===== src/hw/itsc_pkg.sv =====
// Package: constants and carriers for the trigger, status and output control block
package itsc_pkg;

    // ----------------------------------------
    // Register map (byte addresses)
    // ----------------------------------------
    localparam logic [11:0] ITSC_CTRL_ADDR = 12'h000;
    localparam logic [11:0] ITSC_FLAGS_ADDR = 12'h004;
    localparam logic [11:0] ITSC_SPECIAL_ADDR = 12'h008;
    localparam logic [11:0] ITSC_STATE_ADDR = 12'h00C;
    localparam logic [11:0] ITSC_INT_STATUS_ADDR = 12'h010;
    localparam logic [11:0] ITSC_INT_ENABLE_ADDR = 12'h014;
    localparam logic [11:0] ITSC_INT_CLEAR_ADDR = 12'h018;
    localparam logic [11:0] ITSC_LAST_ADDR = 12'h01C;

    // ----------------------------------------
    // Field positions
    // ----------------------------------------
    localparam int ITSC_CTRL_TRIG_BIT = 0;
    localparam int ITSC_CTRL_SWRST_BIT = 1;
    localparam int ITSC_STAT_INTEGRITY_BIT = 7;
    localparam int ITSC_STAT_STARTUP_BIT = 6;
    localparam int ITSC_STAT_ENVIRON_BIT = 5;
    localparam int ITSC_STAT_OVERLOAD_BIT = 4;
    localparam int ITSC_STAT_CHERR_BIT = 3;
    localparam int ITSC_INT_DGRAM_BIT = 0;
    localparam int ITSC_INT_FAULT_BIT = 1;
    localparam int ITSC_INT_DROP_BIT = 2;

    // ----------------------------------------
    // Reset values and timing
    // ----------------------------------------
    localparam logic [31:0] ITSC_CTRL_RESET = 32'h0000_0000;
    localparam logic [2:0] ITSC_INT_RESET = 3'h0;
    localparam int ITSC_CLK_HZ = 40_000_000;
    localparam int ITSC_SAMPLE_RATE_HZ = 2000;
    localparam int ITSC_SAMPLE_CYCLES = ITSC_CLK_HZ / ITSC_SAMPLE_RATE_HZ;
    localparam int ITSC_INIT_DGRAMS = 3;
    localparam int ITSC_STARTUP_MS = 100;
    localparam int ITSC_STARTUP_CYCLES = ITSC_STARTUP_MS * (ITSC_CLK_HZ / 1000);
    localparam int ITSC_FRAME_CYCLES = 16000;

    // ----------------------------------------
    // Types
    // ----------------------------------------
    typedef enum logic [1:0] {
        ITSC_ST_INIT = 2'b00,
        ITSC_ST_STARTUP = 2'b01,
        ITSC_ST_NORMAL = 2'b10
    } itsc_mode_t;

    typedef struct packed {
        logic integrity;
        logic startup;
        logic environ;
        logic overload;
        logic ch_error;
        logic [2:0] axis;
    } itsc_status_t;

    typedef struct packed {
        logic valid;
        logic special;
        logic [7:0] kind;
        itsc_status_t status;
    } itsc_dgram_t;

endpackage


===== src/hw/itsc_top.sv =====
// Top: trigger, reset, status byte and datagram release control over APB
//
// The APB slave port and the placing of the registers were left to the implementer.
`timescale 1ns/1ps

module itsc_top
    import itsc_pkg::*;
#(
    parameter int STARTUP_CYCLES = ITSC_STARTUP_CYCLES,
    parameter int FRAME_CYCLES = ITSC_FRAME_CYCLES,
    parameter int SAMPLE_CYCLES = ITSC_SAMPLE_CYCLES
) (
    input wire logic pclk,
    input wire logic presetn,
    input wire logic psel,
    input wire logic penable,
    input wire logic pwrite,
    input wire logic [11:0] paddr,
    input wire logic [31:0] pwdata,
    output logic [31:0] prdata,
    output logic pready,
    output logic pslverr,
    input wire logic hw_reset_low,
    input wire logic transmit_request_pin,
    input wire logic dgram_done,
    output logic validity_strobe,
    output itsc_dgram_t dgram,
    output logic irq
);

    initial begin
        if (SAMPLE_CYCLES < 2 || FRAME_CYCLES < 1 || STARTUP_CYCLES < 1) begin
            $error("itsc_top: counts too small");
        end
    end

    // ----------------------------------------
    // Pin synchronisers
    // ----------------------------------------
    // Three stages; a level counts once stages two and three agree
    // Idle levels after reset match the pull-ups, so no false edge
    logic [2:0] rst_sync;
    logic [2:0] trig_sync;
    logic rst_level;
    logic trig_level;

    always_ff @(posedge pclk or negedge presetn) begin
        if (!presetn) begin
            rst_sync <= 3'h7;
            trig_sync <= 3'h7;
        end else begin
            rst_sync <= {rst_sync[1:0], hw_reset_low};
            trig_sync <= {trig_sync[1:0], transmit_request_pin};
        end
    end

    always_ff @(posedge pclk or negedge presetn) begin
        if (!presetn) begin
            rst_level <= 1'b1;
            trig_level <= 1'b1;
        end else begin
            if (rst_sync[1] == rst_sync[2]) begin
                rst_level <= rst_sync[2];
            end
            if (trig_sync[1] == trig_sync[2]) begin
                trig_level <= trig_sync[2];
            end
        end
    end

    wire logic trig_agree = (trig_sync[1] == trig_sync[2]);
    wire logic trig_fall = trig_agree && !trig_sync[2] && trig_level;
    wire logic pin_reset = !rst_level;

    // ----------------------------------------
    // APB decode
    // ----------------------------------------
    logic [31:0] ctrl;
    logic [7:0] flags;
    logic [7:0] special_kind;
    logic special_pend;
    logic [2:0] int_status;
    logic [2:0] int_enable;
    itsc_mode_t mode;

    // No wait states: pready is registered from the setup phase
    wire logic acc = psel && penable;
    wire logic wr = acc && pwrite;
    wire logic addr_ok = (paddr <= ITSC_LAST_ADDR) && (paddr[1:0] == 2'h0);
    wire logic wr_ctrl = wr && paddr == ITSC_CTRL_ADDR;
    wire logic wr_flags = wr && paddr == ITSC_FLAGS_ADDR;
    wire logic wr_special = wr && paddr == ITSC_SPECIAL_ADDR;
    wire logic wr_ien = wr && paddr == ITSC_INT_ENABLE_ADDR;
    wire logic wr_iclr = wr && paddr == ITSC_INT_CLEAR_ADDR;
    wire logic trig_mode = ctrl[ITSC_CTRL_TRIG_BIT];
    wire logic soft_reset = wr_ctrl && pwdata[ITSC_CTRL_SWRST_BIT];
    wire logic ctl_reset = pin_reset || soft_reset;

    wire logic [31:0] rd_mux =
        (paddr == ITSC_CTRL_ADDR) ? ctrl :
        (paddr == ITSC_FLAGS_ADDR) ? {24'h0, flags} :
        (paddr == ITSC_SPECIAL_ADDR) ? {23'h0, special_pend, special_kind} :
        (paddr == ITSC_STATE_ADDR) ? {29'h0, rst_level, mode} :
        (paddr == ITSC_INT_STATUS_ADDR) ? {29'h0, int_status} :
        (paddr == ITSC_INT_ENABLE_ADDR) ? {29'h0, int_enable} :
        32'h0;

    always_ff @(posedge pclk or negedge presetn) begin
        if (!presetn) begin
            prdata <= 32'h0;
            pready <= 1'b0;
            pslverr <= 1'b0;
        end else begin
            pready <= psel && !penable;
            pslverr <= psel && !penable && !addr_ok;
            prdata <= (psel && !penable && !pwrite) ? rd_mux : 32'h0;
        end
    end

    always_ff @(posedge pclk or negedge presetn) begin
        if (!presetn) begin
            ctrl <= ITSC_CTRL_RESET;
            flags <= 8'h00;
            int_enable <= ITSC_INT_RESET;
        end else begin
            // Soft reset bit acts as a strobe and is never stored
            if (wr_ctrl) begin
                ctrl <= {31'h0, pwdata[ITSC_CTRL_TRIG_BIT]};
            end
            if (wr_flags) begin
                flags <= pwdata[7:0];
            end
            if (wr_ien) begin
                int_enable <= pwdata[2:0];
            end
        end
    end

    // ----------------------------------------
    // Mode and sample timing
    // ----------------------------------------
    // Internal sampling never stops, even in triggered mode
    logic [31:0] samp_cnt;
    logic [31:0] startup_cnt;
    logic [1:0] init_left;
    logic busy;
    logic [31:0] frame_cnt;
    itsc_status_t sample_status;

    wire logic sample_tick = (samp_cnt == 32'(SAMPLE_CYCLES - 1));
    // Length cap ends a frame whose receiver never reports done
    wire logic frame_end = busy && (dgram_done || frame_cnt == 32'(FRAME_CYCLES - 1));

    function automatic itsc_status_t pack_status(input logic [7:0] f, input logic st);
        itsc_status_t s;
        s.integrity = f[ITSC_STAT_INTEGRITY_BIT];
        s.startup = st;
        s.environ = f[ITSC_STAT_ENVIRON_BIT];
        s.overload = f[ITSC_STAT_OVERLOAD_BIT];
        s.ch_error = f[ITSC_STAT_CHERR_BIT];
        s.axis = (f[ITSC_STAT_OVERLOAD_BIT] || f[ITSC_STAT_CHERR_BIT]) ? f[2:0] : 3'h0;
        return s;
    endfunction

    always_ff @(posedge pclk or negedge presetn) begin
        if (!presetn) begin
            samp_cnt <= 32'h0;
            sample_status <= '{startup: 1'b1, default: '0};
        end else begin
            samp_cnt <= sample_tick ? 32'h0 : samp_cnt + 32'h1;
            if (ctl_reset) begin
                // Data after a reset stays unsettled until start-up ends
                sample_status.startup <= 1'b1;
            end else if (sample_tick) begin
                sample_status <= pack_status(flags, mode != ITSC_ST_NORMAL);
            end
        end
    end

    // ----------------------------------------
    // Datagram release
    // ----------------------------------------
    // A controller held in reset starts nothing
    wire logic run = !ctl_reset;
    wire logic send_init = run && (mode == ITSC_ST_INIT) && !busy && init_left != 2'h0;
    wire logic send_free = run && (mode != ITSC_ST_INIT) && !trig_mode && sample_tick
        && !busy;
    wire logic send_trig = run && (mode != ITSC_ST_INIT) && trig_mode && trig_fall
        && !busy;
    // Requests that find the link busy are lost, not queued
    wire logic dropped = (mode != ITSC_ST_INIT) && busy && (sample_tick || trig_fall);
    wire logic start = send_init || send_free || send_trig;
    wire logic use_special = send_trig && special_pend;

    always_ff @(posedge pclk or negedge presetn) begin
        if (!presetn) begin
            mode <= ITSC_ST_INIT;
            init_left <= 2'(ITSC_INIT_DGRAMS);
            startup_cnt <= 32'h0;
        end else if (ctl_reset) begin
            mode <= ITSC_ST_INIT;
            init_left <= 2'(ITSC_INIT_DGRAMS);
            startup_cnt <= 32'h0;
        end else begin
            if (send_init) begin
                init_left <= init_left - 2'h1;
            end
            unique case (mode)
                ITSC_ST_INIT: begin
                    if (init_left == 2'h0 && !busy) begin
                        mode <= ITSC_ST_STARTUP;
                    end
                end
                ITSC_ST_STARTUP: begin
                    startup_cnt <= startup_cnt + 32'h1;
                    if (startup_cnt == 32'(STARTUP_CYCLES - 1)) begin
                        mode <= ITSC_ST_NORMAL;
                    end
                end
                ITSC_ST_NORMAL: begin
                    // Leaves only through a reset
                end
                default: mode <= ITSC_ST_INIT;
            endcase
        end
    end

    always_ff @(posedge pclk or negedge presetn) begin
        if (!presetn) begin
            special_pend <= 1'b0;
            special_kind <= 8'h00;
        end else if (wr_special) begin
            special_pend <= 1'b1;
            special_kind <= pwdata[7:0];
        end else if (use_special || ctl_reset) begin
            special_pend <= 1'b0;
        end
    end

    always_ff @(posedge pclk or negedge presetn) begin
        if (!presetn) begin
            busy <= 1'b0;
            frame_cnt <= 32'h0;
            dgram <= '0;
            validity_strobe <= 1'b1;
        end else begin
            dgram.valid <= start;
            if (start) begin
                busy <= 1'b1;
                frame_cnt <= 32'h0;
                dgram.special <= send_init || use_special;
                dgram.kind <= send_init ? {6'h0, init_left} :
                              (use_special ? special_kind : 8'h00);
                dgram.status <= sample_status;
            end else if (frame_end) begin
                busy <= 1'b0;
            end else if (busy) begin
                frame_cnt <= frame_cnt + 32'h1;
            end
            // Falls with the sample in free-running mode, rises when the frame ends
            if (send_free) begin
                validity_strobe <= 1'b0;
            end else if (frame_end) begin
                validity_strobe <= 1'b1;
            end
        end
    end

    // ----------------------------------------
    // Interrupts
    // ----------------------------------------
    // Fault event is a level: bit 1 sets again while any of flags[7:3] stands
    wire logic [2:0] int_events = {dropped, |flags[7:3], frame_end};

    always_ff @(posedge pclk or negedge presetn) begin
        if (!presetn) begin
            int_status <= ITSC_INT_RESET;
            irq <= 1'b0;
        end else begin
            // Set wins over a clear in the same cycle
            int_status <= (int_status & ~(wr_iclr ? pwdata[2:0] : 3'h0)) | int_events;
            irq <= |(int_status & int_enable);
        end
    end

endmodule // itsc_top


===== config.mk =====
export PLATFORM = sky130hd
export DESIGN_NAME = itsc_top
export DESIGN_NICKNAME = d
export VERILOG_FILES = /design/src/hw/itsc_pkg.sv /design/src/hw/itsc_top.sv
export SDC_FILE = /design/constraint.sdc
export NUM_CORES = 1
export LEC_CHECK = 0
export BUFFER_PORTS_ARGS = -buffer_cell sky130_fd_sc_hd__buf_4
export CELL_PAD_IN_SITES_DETAIL_PLACEMENT = 1
export CELL_PAD_IN_SITES_GLOBAL_PLACEMENT = 2
export CORE_MARGIN = 10
export CORE_UTILIZATION = 34
export DETAILED_ROUTE_END_ITERATION = 10
export GPL_ROUTABILITY_DRIVEN = 1
export PLACE_DENSITY = 0.8
export SLEW_MARGIN = 10
export SYNTH_ARGS = -nofsm -noshare
export SYNTH_HDL_FRONTEND = slang
export SYNTH_SLANG_ARGS = --single-unit
export TNS_END_PERCENT = 30

===== constraint.sdc =====
create_clock -name pclk -period 2.5 [get_ports pclk]
set_input_delay 0.375 -clock pclk [delete_from_list [all_inputs] [get_ports pclk]]
set_output_delay 0.375 -clock pclk [all_outputs]
set_load 0.02 [all_outputs]

==> flow_summary.yaml <==
logic_synthesis:
  synth_warnings: 0
  synthDistinctLibCells: 61
  async_flop_share_pct: 100
  avgSynthCellArea_um2: 10.5
  synth_top_area_cell: "dfrtp_1"
  synth_top_area_share_pct: 48.2
  synth_area_leaders: "dfrtp_1 (48%), xnor2_1 (3.9%), dfstp_2 (3.8%), mux2_2 (3.4%), nor2_1 (3.1%)"
  synth_enable_flop_cells: 0
  synth-seq-cells: 172
  ys.flop_type: "dfrtp_1"
  seq_area_frac_synth_pct: 52.0
  synth_area_mm2: 0.00831
  syn_inst: 794
clocking:
  cts_root_buf: "clkbuf_16"
  path_clk_slew_ns: 0.07
  cts_tree: "yes"
  clk_path_buf_depth: 2
  cts.sinks: 172
  cts_max_level: 4
  clkLatencyLatePin_ns: 0.44
  cts_buffers: 17
grt:
  grt_max_degree: 83
  grt_pass1_vias: 6800
  busiest_layer: "met2"
  grt-ovfl-total: 0
  grt_pass1_wl_um: 35100
  grt.met1_usage_pct: 17.4
  grt_use_met2_pct: 23.0
  grt_use_met3_pct: 2.22
  grt_use_total_pct: 13.6
  antenna_found_initial: 0
power:
  p_int_mw: 4.80
  sw_frac_of_total_pct: 24.9
  p_sw_mw: 1.59
  power_frac_seq_pct: 46.2
  p_per_area_mw_per_mm2: 642
  p_clk_share_pct: 43.4
  leakagePower_nw: 4.39
  irDropWorstVdd_mv: 0.496
  p_comb_share_pct: 10.4
sta:
  skew_ns: 0.0123
  drv_slew: 0
  layout_worst_path_cycle_share_pct: 96.5
  rsz0062_at_grt: "no"
  setup_violations: 0
  fmax_mhz: 415
  whs_ns: 0.0509
  worst_slew_pin_slew_ns: 0.639
  hold_viol_final: 0
  layout_min_cycle_time_ns: 2.41
  fin_setup_tns_ns: 0
  maxSlewHeadroom_pct: 57.0
hold_path:
  holdCritStartpoint: "hw_reset_low"
  hold_class: "input port to flip-flop"
floorplanning:
  die_w_um: 176
  die_h_um: 176
  ios: 106
  num_rows: 57
  fp.dieArea_mm2: 0.0311
  initial_core_util_pct: 34.4
  core_area_mm2: 0.0242
worst_setup_path:
  worstPathMaxFanout: 8
  cp-startpoint: "samp_cnt[6]"
  cp-start-kind: "flip-flop"
  r2r-start: "samp_cnt[6]"
  end_kind: "flip-flop"
  cp.arrival_ns: 2.72
  worst-setup-path-type: "flip-flop to flip-flop"
  critPathRequiredTime_ns: 2.81
placed_design:
  gp_congestion: 0.745
  dpl.cell_count: 1188
  place_hpwl_um: 14600
  numPortBuffers: 58
  placed_cell_area_mm2: 0.00932
finish:
  register_area_mm2: 0.00432
  multiInputGateArea_mm2: 0.00373
  final_common_cell: "dfrtp_1"
  area_growth_pct: 19.9
  final_nets: 942
  layout-drive-gt1-share_pct: 20.0
  final-instance-count-excl-fill: 1222
  mostFrequentLayoutCells: "dfrtp_1 (160), buf_4 (91), nor2_1 (69)"
  fillers: 2675
  diodes: 0
  fin_area_mm2: 0.00996
job:
  cap_violations: 0
route:
  ant_nets: 0
  drc_errors: 0
  vias_per_cell: 5.13
  routedWlPerCell_um: 16.9
  drt-total-wl_um: 20700
  drt-initial-drc-count: 286
  first_pass_iters: 4
  vias: 6267
run_status:
  outcome: "finished, final reports clean"
## area by class of cell
| class | instances | share of cell area, % |
|---|---|---|
| Sequential cell | 172 | 43.3 |
| Multi-Input combinational cell | 573 | 37.4 |
| Timing Repair Buffer | 99 | 8.19 |
| Clock buffer | 24 | 4.83 |
| Tap cell | 324 | 4.07 |
| Clock inverter | 8 | 1.34 |
| Inverter | 22 | 0.829 |
## cell usage after synthesis, drive strengths merged (6+ instances only)
| master | number |
|---|---|
| nor2 | 69 |
| buf | 35 |
| xnor2 | 37 |
| nand4 | 22 |
| a22oi | 7 |
| o21ai | 29 |
| and3 | 14 |
| inv | 22 |
| a22o | 6 |
| or3 | 18 |
| nor4 | 34 |
| nand2 | 54 |
| nor3 | 21 |
| and4 | 9 |
| o31ai | 12 |
| a21oi | 30 |
| and2 | 7 |
| xor2 | 27 |
| nand3 | 40 |
| clkbuf | 14 |
| dfrtp | 160 |
| nor2b | 11 |
| mux2 | 35 |
| or4 | 16 |
| dfstp | 12 |
## cells by family (layout without fill, tap and decap cells)
group | count (synthesis) | after routing | synth area share, %
adders and majority gates | 6 | 6 | 0.873
other | 1 | 23 | 0.0451
muxes | 39 | 39 | 5.54
xor gates and xnor gates | 64 | 64 | 6.74
DFF | 172 | 172 | 52.0
buffers and inverters | 71 | 153 | 4.58
AOI/OAI and AO/OA | 108 | 108 | 8.35
and+or+nand+nor | 333 | 333 | 21.9
## final timing paths
kind / to / slack, ns / depth (start not counted)
worst min-delay path: rst_sync[0] / 0.05 / 1
max in group asynchronous: validity_strobe / 1.28 / 3
worst max-delay path: sample_status[2] / 0.09 / 5
worst max register to register: sample_status[2] / 0.09 / 5
worst min register to register: trig_sync[1] / 0.36 / 0
min in group asynchronous: special_kind[6] / 0.42 / 2
## sequential cells by signal, summed over array words and instances (netlist names), 2 cells and up
name           count
flags              8
startup_cnt       32
samp_cnt          32
init_left          2
rst_sync           3
int_enable         3
frame_cnt         32
trig_sync          3
sample_status      8
prdata             9
special_kind       8
mode               2
int_status         3
dgram             18
## per-layer routing
layer	part of all wire, %	routed length [um]	vias to the layer above
met4	1.1	225	0
met1	47	9760	3175
met5	0	0	-
met3	2.0	424	18
met2	50	10300	75
li1	-	-	2999
## worst max-delay path: stages (launching register included)
cell and delay [ns]:
dfrtp_1 0.39, or4_1 0.54, or4_4 0.45, nor4_4 0.39
nand2_4 0.19, mux2_4 0.33
## timing repair
action | CTS | global route
setup buffers | 0 | 1
endpoints found under the hold margin | 36 | 0
gates resized for setup | 0 | 3
hold buffers | 1 | 0
setup endpoints to repair | 0 | 10
## power groups by stage
stage | Sequential (mW) | Combinational, mW | Clock, mW
floorplan | 3.00 | 0.383 | 0
CTS | 2.96 | 0.680 | 2.86
global route | 2.97 | 0.743 | 2.98
global placement | 3.01 | 0.659 | 0
finish | 2.96 | 0.665 | 2.77
detailed placement | 3.01 | 0.673 | 0
## per-stage QoR
step / setup slack [ns] / utilization, % / power (mW)
floorplan: 0.167 / - / 3.39
global placement: 0.111 / 38.5 / 3.67
detailed placement: 0.0669 / 38.5 / 3.68
CTS: 0.0461 / 41.1 / 6.50
global route: 0.0137 / 41.2 / 6.69
finish: 0.0877 / 41.2 / 6.39
Power figures use the tool's default switching activity.
